==> src/common/ipc_pkg.sv <==
// Shared constants for the interrupt priority controller and its CPU end
package ipc_pkg;
  // Widths of the link between the two ends
  localparam int NUM_SRC   = 10;  // User sources handled here
  localparam int NUM_TRAP  = 8;   // Non-maskable trap sources
  localparam int ADDR_W    = 4;   // Device register index width
  localparam int DATA_W    = 16;  // Register width
  localparam int LVL_W     = 4;   // CPU level width (0..15)
  localparam int VEC_W     = 7;   // Vector number width
  localparam int STACK_DEPTH = 16; // Saved levels, one per nesting step

  // Device register indexes on the link bus
  localparam logic [ADDR_W-1:0] REG_CTRL   = 4'h0; // first_interrupt_control
  localparam logic [ADDR_W-1:0] REG_FLAG   = 4'h1; // flag_status_regs
  localparam logic [ADDR_W-1:0] REG_ENABLE = 4'h2; // enable_control_regs
  localparam logic [ADDR_W-1:0] REG_PRIO0  = 4'h3; // priority_fault_a_dma5_audio
  localparam logic [ADDR_W-1:0] REG_PRIO1  = 4'h4; // priority_uart_errors_fault_b
  localparam logic [ADDR_W-1:0] REG_PRIO2  = 4'h5; // priority_can_tx_dma6_dma7
  localparam logic [ADDR_W-1:0] REG_STATUS = 4'h6; // pending_level_vector_status

  // Field positions
  localparam int NEST_BIT       = 15; // nesting_disable in control register
  localparam int STATUS_LVL_POS = 8;  // new_cpu_level field
  localparam int STATUS_VEC_POS = 0;  // pending_vector_number field

  // Priority registers: reset values put every source at level 4
  localparam logic [DATA_W-1:0] PRIO_RST  [3] = '{16'h4044, 16'h0444, 16'h4444};
  localparam logic [DATA_W-1:0] PRIO_MASK [3] = '{16'h7077, 16'h0777, 16'h7777};

  // Sources in natural order: index 0 has the lowest vector address
  // audio, dma5, fault_a, fault_b, uart1_err, uart2_err, dma6, dma7, can1_tx, can2_tx
  localparam int SRC_REG [NUM_SRC] = '{0, 0, 0, 1, 1, 1, 2, 2, 2, 2};
  localparam int SRC_POS [NUM_SRC] = '{0, 4, 12, 0, 4, 8, 0, 4, 8, 12};
  localparam logic [VEC_W-1:0] SRC_VEC [NUM_SRC] =
    '{7'h44, 7'h45, 7'h47, 7'h48, 7'h49, 7'h4a, 7'h4c, 7'h4d, 7'h4e, 7'h4f};

  // Level thresholds
  localparam logic [LVL_W-1:0] LVL_TRAP_TOP = 4'hf; // Trap 0 level; trap t is 15-t
  localparam logic [LVL_W-1:0] LVL_TIMED_DISABLE_INSTR     = 4'h6; // Timed disable covers 1..6

  // Timed disable interval
  localparam int CLK_PERIOD_NS = 8;
  localparam int TIMED_DISABLE_INSTR_TIME_NS  = 800;
  localparam int TIMED_DISABLE_INSTR_CYCLES   = TIMED_DISABLE_INSTR_TIME_NS / CLK_PERIOD_NS;

  // CPU end command registers (software port)
  localparam logic [4:0] HREG_SRL      = 5'h10; // status_low_byte
  localparam logic [4:0] HREG_CMD      = 5'h11; // Instruction triggers
  localparam logic [4:0] HREG_IRQ_STAT = 5'h12; // Sticky events, read only
  localparam logic [4:0] HREG_IRQ_CLR  = 5'h13; // Write one to clear
  localparam logic [4:0] HREG_IRQ_EN   = 5'h14; // Event enables
  localparam logic [4:0] HREG_LAST_VEC = 5'h15; // Last taken vector and level
  localparam int HOST_SEL_BIT = 4;              // Clear: forward to device
  localparam int SRL_LVL_POS  = 5;              // CPU level in status_low_byte
  localparam int CMD_RETURN_BIT = 0;            // return_from_interrupt_instr
  localparam int CMD_TIMED_DISABLE_INSTR_BIT   = 1;            // timed_disable_instr
  localparam int EV_TAKEN  = 0;                 // Interrupt taken event
  localparam int EV_RETURN = 1;                 // Return executed event
  localparam int NUM_EV    = 2;
endpackage : ipc_pkg

==> src/common/ipc_link_if.sv <==
// Link between the interrupt controller and the CPU end
`timescale 1ns/10ps
interface ipc_link_if;
  import ipc_pkg::*;
  logic [ADDR_W-1:0] busAddr;      // Register index
  logic [DATA_W-1:0] busWdata;     // Write data
  logic              busWr;        // Write strobe
  logic              busRd;        // Read strobe
  logic [DATA_W-1:0] busRdata;     // Read data, cycle after busRd
  logic              intReq;       // Request to the CPU
  logic [LVL_W-1:0]  intLevel;     // Level of the request
  logic [VEC_W-1:0]  intVector;    // Vector of the request
  logic              intAck;       // CPU takes the request
  logic              intReturn;    // CPU returns from a routine
  logic [LVL_W-1:0]  cpuLevel;     // Current CPU level
  logic [LVL_W-1:0]  restoreLevel; // Level to restore on return
  logic              disiStart;    // Timed disable issued

  modport device (input busAddr, busWdata, busWr, busRd, intAck, intReturn, cpuLevel,
                  disiStart, output busRdata, intReq, intLevel, intVector, restoreLevel);
  modport host (output busAddr, busWdata, busWr, busRd, intAck, intReturn, cpuLevel,
                disiStart, input busRdata, intReq, intLevel, intVector, restoreLevel);
endinterface : ipc_link_if

==> src/logic/ipc_controller.sv <==
// Interrupt controller end: flags, enables, priorities, arbitration
//
// The register addresses and the address-and-strobe port are this design's own decisions.
`timescale 1ns/10ps
module ipc_controller
  import ipc_pkg::*;
#(
  parameter int TIMED_DISABLE_INSTR_COUNT = TIMED_DISABLE_INSTR_CYCLES // Timed disable length in cycles
) (
  input  wire logic                clock,
  input  wire logic                rst_n,
  ipc_link_if.device               link,
  input  wire logic [NUM_SRC-1:0]  srcEvent,  // Peripheral request pulses
  input  wire logic [NUM_TRAP-1:0] trapEvent  // Trap condition pulses
);
  localparam int CNT_W = $clog2(TIMED_DISABLE_INSTR_COUNT + 1);
  localparam int SP_W  = $clog2(STACK_DEPTH + 1);

  // Refuse an interval that the counter cannot serve
  if (TIMED_DISABLE_INSTR_COUNT < 1) begin : g_bad_count
    $error("TIMED_DISABLE_INSTR_COUNT must be at least one cycle");
  end

  logic                nestDisable;              // Nesting disable bit
  logic [NUM_TRAP-1:0] trapFlag;                 // Sticky trap flags
  logic [NUM_SRC-1:0]  flag;                     // Sticky source flags
  logic [NUM_SRC-1:0]  enable;                   // Source enables
  logic [DATA_W-1:0]   prioReg [3];              // Three priority registers
  logic [2:0]          srcPrio [NUM_SRC];        // Per-source level field
  logic [LVL_W-1:0]    lvlStack [STACK_DEPTH];   // Saved CPU levels
  logic [SP_W-1:0]     sp;                       // Stack depth, nonzero in service
  logic [SP_W-1:0]     spTop;                    // Index of the newest saved level
  logic [CNT_W-1:0]    disiCount;                // Timed disable remaining
  logic                found;                    // A candidate exists
  logic [LVL_W-1:0]    bestLvl;                  // Winning level
  logic [VEC_W-1:0]    bestVec;                  // Winning vector
  logic [LVL_W-1:0]    userFloor;                // Users must exceed this
  logic                userBlock;                // Nesting forbids user entry
  logic [DATA_W-1:0]   statusWord;               // Status register view

  // Write decode used by every register process
  function automatic logic wrHit(input logic [ADDR_W-1:0] idx);
    return link.busWr && (link.busAddr == idx);
  endfunction : wrHit

  // Control register: nesting bit plus trap flags; a trap event beats a clear
  always_ff @(posedge clock or negedge rst_n) begin
    if (!rst_n) begin
      nestDisable <= 1'b0;
      trapFlag    <= '0;
    end else if (wrHit(REG_CTRL)) begin
      nestDisable <= link.busWdata[NEST_BIT];
      trapFlag    <= link.busWdata[NUM_TRAP-1:0] | trapEvent;
    end else begin
      trapFlag    <= trapFlag | trapEvent;
    end
  end

  // Source flags are only cleared by software; an event in the same cycle wins
  always_ff @(posedge clock or negedge rst_n) begin
    if (!rst_n) begin
      flag <= '0;
    end else if (wrHit(REG_FLAG)) begin
      flag <= link.busWdata[NUM_SRC-1:0] | srcEvent;
    end else begin
      flag <= flag | srcEvent;
    end
  end

  // Enables steer arbitration only; flags latch even while disabled
  always_ff @(posedge clock or negedge rst_n) begin
    if (!rst_n) begin
      enable <= '0;
    end else if (wrHit(REG_ENABLE)) begin
      enable <= link.busWdata[NUM_SRC-1:0];
    end
  end

  // Priority registers, unimplemented bits held at zero
  for (genvar r = 0; r < 3; r++) begin : g_prio
    always_ff @(posedge clock or negedge rst_n) begin
      if (!rst_n) begin
        prioReg[r] <= PRIO_RST[r];
      end else if (wrHit(REG_PRIO0 + ADDR_W'(r))) begin
        prioReg[r] <= link.busWdata & PRIO_MASK[r];
      end
    end
  end

  // Per-source level fields pulled out of the packed registers
  for (genvar i = 0; i < NUM_SRC; i++) begin : g_field
    assign srcPrio[i] = prioReg[SRC_REG[i]][SRC_POS[i] +: 3];
  end

  // Timed disable counter, reloaded by each new instruction
  always_ff @(posedge clock or negedge rst_n) begin
    if (!rst_n) begin
      disiCount <= '0;
    end else if (link.disiStart) begin
      disiCount <= CNT_W'(TIMED_DISABLE_INSTR_COUNT);
    end else if (disiCount != '0) begin
      disiCount <= disiCount - CNT_W'(1);
    end
  end

  // Stack depth: push on entry, pop on return; underflow is ignored
  always_ff @(posedge clock or negedge rst_n) begin
    if (!rst_n) begin
      sp <= '0;
    end else if (link.intAck && sp != SP_W'(STACK_DEPTH)) begin
      sp <= sp + SP_W'(1);
    end else if (link.intReturn && sp != '0) begin
      sp <= sp - SP_W'(1);
    end
  end

  // Stack contents need no reset: an empty stack is never read
  always_ff @(posedge clock) begin
    if (link.intAck && sp != SP_W'(STACK_DEPTH)) begin
      lvlStack[sp[SP_W-2:0]] <= link.cpuLevel;
    end
  end

  // Level handed back to the CPU on return
  assign spTop = sp - SP_W'(1);
  assign link.restoreLevel = (sp == '0) ? link.cpuLevel : lvlStack[spTop[SP_W-2:0]];

  // Arbitration: traps first by level, users above the floor.
  // Strict compare keeps the lower index, hence the lower vector, on ties.
  always_comb begin
    found     = 1'b0;
    bestLvl   = '0;
    bestVec   = '0;
    userBlock = nestDisable && (sp != '0);
    userFloor = link.cpuLevel;
    if (disiCount != '0 && userFloor < LVL_TIMED_DISABLE_INSTR) begin
      userFloor = LVL_TIMED_DISABLE_INSTR;
    end
    // Traps ignore the floor, nesting and timed disable
    for (int t = 0; t < NUM_TRAP; t++) begin
      if (trapFlag[t] && (LVL_TRAP_TOP - LVL_W'(t)) > link.cpuLevel &&
          (LVL_TRAP_TOP - LVL_W'(t)) > bestLvl) begin
        found   = 1'b1;
        bestLvl = LVL_TRAP_TOP - LVL_W'(t);
        bestVec = VEC_W'(t);
      end
    end
    // Users: flagged, enabled, nonzero field, above floor
    for (int i = 0; i < NUM_SRC; i++) begin
      if (flag[i] && enable[i] && srcPrio[i] != 3'h0 && !userBlock &&
          {1'b0, srcPrio[i]} > userFloor && {1'b0, srcPrio[i]} > bestLvl) begin
        found   = 1'b1;
        bestLvl = {1'b0, srcPrio[i]};
        bestVec = SRC_VEC[i];
      end
    end
  end

  // Request registers toward the CPU; reloaded every cycle from the arbitration result
  always_ff @(posedge clock or negedge rst_n) begin
    if (!rst_n) begin
      link.intReq    <= 1'b0;
      link.intLevel  <= '0;
      link.intVector <= '0;
    end else begin
      link.intReq    <= found;
      link.intLevel  <= bestLvl;
      link.intVector <= bestVec;
    end
  end

  // Status view built from the registered request
  always_comb begin
    statusWord = '0;
    statusWord[STATUS_LVL_POS +: LVL_W] = link.intReq ? link.intLevel : '0;
    statusWord[STATUS_VEC_POS +: VEC_W] = link.intReq ? link.intVector : '0;
  end

  // Read port: data one cycle after the strobe, unmapped reads give zero
  always_ff @(posedge clock or negedge rst_n) begin
    if (!rst_n) begin
      link.busRdata <= '0;
    end else if (link.busRd) begin
      unique case (link.busAddr)
        REG_CTRL:   link.busRdata <= {nestDisable, 7'h00, trapFlag};
        REG_FLAG:   link.busRdata <= DATA_W'(flag);
        REG_ENABLE: link.busRdata <= DATA_W'(enable);
        REG_PRIO0:  link.busRdata <= prioReg[0];
        REG_PRIO1:  link.busRdata <= prioReg[1];
        REG_PRIO2:  link.busRdata <= prioReg[2];
        REG_STATUS: link.busRdata <= statusWord;
        default:    link.busRdata <= '0;
      endcase
    end
  end
endmodule : ipc_controller

==> src/flat_wrapper.sv <==
// flat-port wrapper written by rule: the top's interface ports become plain ports
module ipc_controller_flat import ipc_pkg::*;
#(
  parameter int TIMED_DISABLE_INSTR_COUNT = TIMED_DISABLE_INSTR_CYCLES                                  
)
  (clock, rst_n, srcEvent, trapEvent, link_busAddr, link_busWdata, link_busWr, link_busRd, link_intAck, link_intReturn, link_cpuLevel, link_disiStart, link_busRdata, link_intReq, link_intLevel, link_intVector, link_restoreLevel);
  ipc_link_if link_i ();
  input  wire logic clock;
  input  wire logic rst_n;
  input  wire logic [NUM_SRC-1:0] srcEvent;
  input  wire logic [NUM_TRAP-1:0] trapEvent;
  input wire logic [$bits(link_i.busAddr)-1:0] link_busAddr;
  input wire logic [$bits(link_i.busWdata)-1:0] link_busWdata;
  input wire logic [$bits(link_i.busWr)-1:0] link_busWr;
  input wire logic [$bits(link_i.busRd)-1:0] link_busRd;
  input wire logic [$bits(link_i.intAck)-1:0] link_intAck;
  input wire logic [$bits(link_i.intReturn)-1:0] link_intReturn;
  input wire logic [$bits(link_i.cpuLevel)-1:0] link_cpuLevel;
  input wire logic [$bits(link_i.disiStart)-1:0] link_disiStart;
  output wire logic [$bits(link_i.busRdata)-1:0] link_busRdata;
  output wire logic [$bits(link_i.intReq)-1:0] link_intReq;
  output wire logic [$bits(link_i.intLevel)-1:0] link_intLevel;
  output wire logic [$bits(link_i.intVector)-1:0] link_intVector;
  output wire logic [$bits(link_i.restoreLevel)-1:0] link_restoreLevel;
  assign link_i.busAddr = link_busAddr;
  assign link_i.busWdata = link_busWdata;
  assign link_i.busWr = link_busWr;
  assign link_i.busRd = link_busRd;
  assign link_i.intAck = link_intAck;
  assign link_i.intReturn = link_intReturn;
  assign link_i.cpuLevel = link_cpuLevel;
  assign link_i.disiStart = link_disiStart;
  assign link_busRdata = link_i.busRdata;
  assign link_intReq = link_i.intReq;
  assign link_intLevel = link_i.intLevel;
  assign link_intVector = link_i.intVector;
  assign link_restoreLevel = link_i.restoreLevel;
  ipc_controller #(.TIMED_DISABLE_INSTR_COUNT(TIMED_DISABLE_INSTR_COUNT)) u_core (.clock(clock), .rst_n(rst_n), .link(link_i), .srcEvent(srcEvent), .trapEvent(trapEvent));
endmodule
==> config.mk <==
export PLATFORM = sky130hd
export DESIGN_NAME = ipc_controller_flat
export DESIGN_NICKNAME = d
export VERILOG_FILES = /design/src/common/ipc_pkg.sv /design/src/common/ipc_link_if.sv /design/src/logic/ipc_controller.sv /design/src/flat_wrapper.sv
export SDC_FILE = /design/constraint.sdc
export NUM_CORES = 1
export LEC_CHECK = 0
export ABC_AREA = 1
export BUFFER_PORTS_ARGS = -buffer_cell sky130_fd_sc_hd__buf_2
export CAP_MARGIN = 5
export CORE_MARGIN = 2
export CORE_UTILIZATION = 55
export CTS_CLUSTER_SIZE = 8
export DETAILED_ROUTE_END_ITERATION = 12
export GPL_TIMING_DRIVEN = 1
export PLACE_DENSITY = 0.83
export SETUP_SLACK_MARGIN = 0.05
export SLEW_MARGIN = 30
export SYNTH_ARGS = -nofsm -noshare
export SYNTH_HDL_FRONTEND = slang
export SYNTH_SLANG_ARGS = --single-unit
==> constraint.sdc <==
create_clock -name clock -period 21 [get_ports clock]
set_input_delay 2.1 -clock clock [delete_from_list [all_inputs] [get_ports clock]]
set_output_delay 2.1 -clock clock [all_outputs]
set_load 0.03 [all_outputs]
## Word level (Yosys, flattened, before mapping)

Memory sizes are Yosys's and may differ from the RTL's.
Index checks and enable logic that the tools add are counted.

- Input port bits: 49
- Output and inout bits: 32
- Memories kept: 1
- RAM bits: 64
- Word-level logic and storage cells: 222
- Flip-flop bits (word level): 99

- Multiplexer cells: 66
- Reductions and logical operators: 92
- Equal/unequal tests: 7
- Add/subtract/negate cells: 3
- Magnitude comparators: 36
- Bitwise logic cells: 4

Memories:

| memory | depth | width | read ports | clocked after Yosys merged registers in | write ports | line | RTL |
|---|---|---|---|---|---|---|---|
| u_core.lvlStack | 16 | 4 | 1 | 0 | 1 | ipc_controller.sv:30 | `logic [LVL_W-1:0] lvlStack [STACK_DEPTH];` |

Operators with widths:

| operator | count |
|---|---|
| $pmux 16 s7 | 1 |
| $mux 7 | 13 |
| $mux 4 | 21 |
| $gt 3x4->1 | 20 |
| $logic_and 1x1->1 | 75 |
| $gt 4x4->1 const A | 15 |
| $reduce_bool 3->1 | 10 |
| $mux 1 | 21 |
| $or 10x10->10 | 2 |
| $or 8x8->8 | 2 |
| $eq 4x3->1 const B | 3 |
| $mux 3 | 4 |
| $mux 10 | 1 |
| $mux 5 | 2 |
| $eq 4x2->1 const B | 2 |
| $mux 8 | 1 |
| $reduce_bool 7->1 | 1 |
| $sub 7x1->7 const B | 1 |
| $add 5x1->5 const B | 1 |
| $logic_not 5->1 | 1 |
| $ne 5x5->1 const B | 1 |
| $reduce_bool 5->1 | 1 |
| $sub 5x1->5 const B | 1 |
| $eq 4x1->1 const B | 1 |
| 5 further kinds | 7 |

## Logic depth before layout (Yosys ltp)

- Depth after elaboration: 54
- Gate-level depth with buffers: 106
- Depth with buffers taken out: 105

## Least setup slack after synthesis

No wires, ideal clock.

- Path kind: input to register
- Start point: in link_cpuLevel[3]
- End point: reg u_core.link.intReq
- Setup time: 71 ps
- Arrival time: 14,786 ps
- Required time: 20,929 ps
- Path slack: 6,144 ps
- Buffers on the path: 2
- Cell stages on the path: 87
- Path through: buf_4 clkbuf_1 nor2_1 a21oi_1 ha_1 nand3_1 nand2_1 nor3_1 o21ai_0 nor2_1 nand3_1 nand2_1 nand2_1 ha_1 nand3_1 nand4_1 nor3_1 nand3_1 [51 not listed] and2_1 ha_1 a311oi_1 nand3b_1 nor3_1 nand2_1 inv_1 nand2_1 nand2_1 ha_1 nand3_1 nand2_1 or4_1 nor3_1 nand2_1 nand2_1 nor2_1 nand4_1

- Word-level cells in the longest chain between the ends: 54
- Elaborated cells between the ends (all ways): 108
- Those cells by class: order compare: 36; mux: 36; reduce/logical: 36

RTL lines:

| what | line | RTL |
|---|---|---|
| start: declaration | flat_wrapper.sv:18 | `input wire logic [$bits(link_i.cpuLevel)-1:0] link_cpuLevel;` |
| $gt 4x4->1 | ipc_controller.sv:141 | `if (trapFlag[t] && (LVL_TRAP_TOP - LVL_W'(t)) > link.cpuLevel &&` |
| $logic_and 1x1->1 | ipc_controller.sv:141 |  |
| $mux 4 | ipc_controller.sv:141 |  |
| $gt 4x4->1 | ipc_controller.sv:142 | `(LVL_TRAP_TOP - LVL_W'(t)) > bestLvl) begin` |
| $logic_and 1x1->1 | ipc_controller.sv:141 |  |
| $mux 4 | ipc_controller.sv:141 |  |
| $gt 4x4->1 | ipc_controller.sv:142 |  |
| $logic_and 1x1->1 | ipc_controller.sv:141 |  |
| [39 not listed] | - |  |
| $mux 4 | ipc_controller.sv:150 | `if (flag[i] && enable[i] && srcPrio[i] != 3'h0 && !userBlock &&` |
| $gt 3x4->1 | ipc_controller.sv:151 | `{1'b0, srcPrio[i]} > userFloor && {1'b0, srcPrio[i]} > bestLvl) begin` |
| $logic_and 1x1->1 | ipc_controller.sv:151 |  |
| $mux 4 | ipc_controller.sv:150 |  |
| $gt 3x4->1 | ipc_controller.sv:151 |  |
| $logic_and 1x1->1 | ipc_controller.sv:151 |  |
| $mux 1 (*) | ipc_controller.sv:150 |  |
| via u_core.found | ipc_controller.sv:34 | `logic found;` |
| end signal: assignment | ipc_controller.sv:166 | `link.intReq <= found;` |
| end: declaration | ipc_link_if.sv:20 | `disiStart, output busRdata, intReq, intLevel, intVector, restoreLevel);` |

Mark *: on every way through the listed nets, which the timed path passes. The rest lies on a longest branch.
A chain may end at the register's enable or synchronous reset.

## Final worst setup path

Ends and elaborated chain as after synthesis.

==> results_dict.tcl <==
set metrics [dict create \
    power_frac_comb 0.351 \
    setup_viol 0 \
    powerDensity_mw_per_mm2 101 \
    synth_commonest_cells "221 x sky130_fd_sc_hd__nand2_1, 126 x sky130_fd_sc_hd__inv_1, 110 x sky130_fd_sc_hd__o21ai_0" \
    final.setup.tns_ns 0 \
    start_util 0.566 \
    postSynth.topFlopCell "sky130_fd_sc_hd__dfrtp_1" \
    period_share 0.820 \
    numPortBuffers 77 \
    ctsHtreeMaxLevel 4 \
    clock_insertion_delay_worst_skew_ns 0.44 \
    critical_path.n_buffers_inverters 12 \
    insertedDiodeCount 0 \
    chipWidth_um 135 \
    wirelength_met1_um 10900 \
    p_sw_mw 0.424 \
    avgSynthCellArea_um2 8.64 \
    synthesis.area_mm2 0.00945 \
    tightestPinTransition_ns 0.966 \
    final-hold-violation-count 0 \
    cts_root_buf "sky130_fd_sc_hd__clkbuf_16" \
    seqPwrFrac 0.373 \
    internal_power_consumption_mw 0.651 \
    worst_setup_hold_path_clk_slew_ns 0.06 \
    rows 47 \
    dp.final_hpwl_um 19000 \
    grt_setup_unrepaired "no" \
    drt_iter0_drc 844 \
    worst_ir_drop_vdd_uv 114 \
    run_status "finished, final reports clean" \
    worstPathMaxFanout 33 \
    netlist_instances 1094 \
    antenna_found_initial 1 \
    critical_path_class "in2reg" \
    floorplan.die.height_um 135 \
    number_of_vias_in_the_routed_layout 8465 \
    grt_start_max_net_pins 73 \
    final_wirelength_um 26400 \
    area_growth_syn_to_layout_pct 12.3 \
    met3_length_um 2920 \
    final_antenna_net_count 0 \
    synth_top_area_cell "sky130_fd_sc_hd__dfrtp_1" \
    globalRouteOverflowTotal 0 \
    post_drt_via_cell_ratio 6.04 \
    cts_repair_resize_count 0 \
    total_number_of_clock_tree_sinks 161 \
    critPathTopFamily "simple AND/OR/NAND/NOR gates" \
    fin_worst_skew_ns 0.0104 \
    ys_types 53 \
    critPathMaxStageDelay_ns 0.45 \
    drtPass1Iterations 6 \
    slowest_stage "sky130_fd_sc_hd__or4_1" \
    number_of_global_route_vias_before_repair 7941 \
    post_cts_setup_buffer_count 0 \
    routed-wl-met2_um 11500 \
    die_area_mm2 0.0182 \
    setup.worst_path.end_class "register" \
    synth_top_cell_area_share 0.230 \
    r2r_setup_slack_ns 5.13 \
    placement.cell_area_mm2 0.0100 \
    min_path_type "reg2reg" \
    fillCellCount 1334 \
    holdBufCountCts 0 \
    asyncSetResetFlopFracSynth 0.602 \
    synth_seq_area_share 0.461 \
    layout.cell_area.non_filler_mm2 0.0106 \
    maxSlewHeadroom 0.356 \
    arrival_ns 17.57 \
    final_max_slew_viol_count 0 \
    count_of_yosys_warnings_during_synthesis 0 \
    synth.most_common_cell "sky130_fd_sc_hd__nand2_1" \
    synth_edf_count 64 \
    post_route_cells_drive_above_1_share 0.132 \
    leakagePower_nw 5.00 \
    top_layer_used "met5" \
    total_of_flip_flops_plus_latches_after_synthesis 161 \
    drv.max_cap_violation_count 0 \
    timing.final.crit_period_ns 17.22 \
    sw_frac_of_total 0.394 \
    grt_usage 0.300 \
    core_area_mm2 0.0167 \
    pwr-share-clk 0.276 \
    critical_path.most_common_cell "sky130_fd_sc_hd__nand2_1" \
    global_route_wire_length_before_repair_um 41700 \
    cts.path.max_buffers 2 \
    wire_per_inst_um 18.8 \
    cts_tree "built" \
    tritoncts.num_buffers 17 \
    synth.top_cells.by_area "sky130_fd_sc_hd__dfrtp_1 23%, sky130_fd_sc_hd__edfxtp_1 20%, sky130_fd_sc_hd__nand2_1 8.8%" \
    crit_path_start_kind "input port" \
    max_clock_freq_mhz 58.1 \
    boundaryPins 81 \
    layout.nets 1283 \
    critical_path_required_ns 21.35 \
    place_congestion 0.992 \
    drcViolationCount 0 \
]
[metal layers]
layer / vias up / global-route usage
met5: - / 0
met4: 2 / 0.131
met3: 87 / 0.0736
met2: 487 / 0.442
met1: 3953 / 0.423
li1: 3936 / -
[power groups by stage]
stage	sequential, mW	combinational (mW)	clock, mW
6_report	0.402	0.377	0.297
5_1_grt	0.405	0.412	0.310
4_1_cts	0.400	0.370	0.298
3_5_place_dp	0.406	0.365	0
3_3_place_gp	0.404	0.352	0
2_1_floorplan	0.401	0.260	0
[cells in the final DEF (no fill, tap or decap), drive strengths merged, types with 2 or more instances in the layout]
master    synthesis  routed
xnor2             2       2
inv             132     137
nand4            17      17
and2             10      10
o211ai            6       6
nand3b            2       2
nor2             82      82
xor2              7       7
o21bai            4       4
ha               65      65
nand3            79      79
a221oi            5       5
mux2i            13      13
clkbuf           21      18
conb              1       2
edfxtp           64      64
dfrtp            87      87
clkinv            0       4
a31oi             4       4
a21oi            53      53
a41o              2       2
buf               8      84
nand2           226     226
o41ai             2       2
o21ai           113     113
o221ai           16      16
nor3             27      27
o22ai             8       8
a311oi            2       2
clkinvlp          0       4
o32ai             3       3
a211oi            5       5
nor4              9       9
dfstp            10      10
[layout make-up]
class | count | area, um2 | area share
Clock buffer | 18 | 429 | 0.0404
Timing Repair Buffer | 84 | 444 | 0.0419
Clock inverter | 14 | 133 | 0.0125
Multi-Input combinational cell | 773 | 4470 | 0.422
Sequential cell | 161 | 4360 | 0.411
Tap cell | 220 | 275 | 0.0259
Inverter | 132 | 495 | 0.0467
[stage by stage]
| stage | hold slack [ns] | util | instances | worst slack (ns) | total power [mW] |
|---|---|---|---|---|---|
| after detailed placement | 0.464 | 0.602 | 1370 | 3.89 | 0.770 |
| after global routing | 0.489 | 0.635 | 1402 | 2.50 | 1.13 |
| final | 0.477 | 0.635 | 1402 | 3.78 | 1.08 |
| after CTS | 0.481 | 0.635 | 1402 | 4.21 | 1.07 |
| after global placement | 0.458 | 0.602 | 1370 | 4.10 | 0.756 |
| after floorplan | 0.443 | - | 1095 | 6.14 | 0.661 |
[worst min-delay path: cells and delay by family, from the launching register on]
family | cells | cell delay, ns
AND/OR/NAND/NOR | 2 | 0.10
flip-flops | 1 | 0.34
[sequential cells by signal, indices dropped and copies added (netlist names), 4 cells and up]
name                   cells
u_core.lvlStack           64
u_core.prioReg            30
u_core.link.busRdata      16
u_core.enable             10
u_core.flag               10
u_core.trapFlag            8
u_core.disiCount           7
u_core.link.intVector      5
u_core.sp                  5
u_core.link.intLevel       4
[worst paths after layout]
check	startpoint	cells after the start	endpoint
min in group asynchronous	rst_n	1	u_core.prioReg[8]
max in group asynchronous	rst_n	2	u_core.link.busRdata[6]
worst min register to register	u_core.link.busRdata[12]	2	u_core.link.busRdata[12]
worst min-delay path	u_core.link.busRdata[12]	2	u_core.link.busRdata[12]
worst max register to register	u_core.sp[0]	86	u_core.link.intReq
worst max-delay path	link_cpuLevel[3]	93	u_core.link.intReq
[cells by family (layout without fill, tap and decap cells)]
| group | Yosys count | after routing | share of synthesized area |
|---|---|---|---|
| adder cells (fa/ha/maj) | 65 | 65 | 0.0860 |
| flip-flops | 161 | 161 | 0.461 |
| AND/OR/NAND/NOR | 455 | 455 | 0.221 |
| AO/OA/AOI/OAI | 229 | 229 | 0.143 |
| multiplexers | 13 | 13 | 0.0138 |
| XOR/XNOR | 9 | 9 | 0.00834 |
| other | 1 | 2 | 0.000397 |
| buffers and inverters | 161 | 248 | 0.0657 |
No activity file was read; power rests on OpenSTA's default activity.
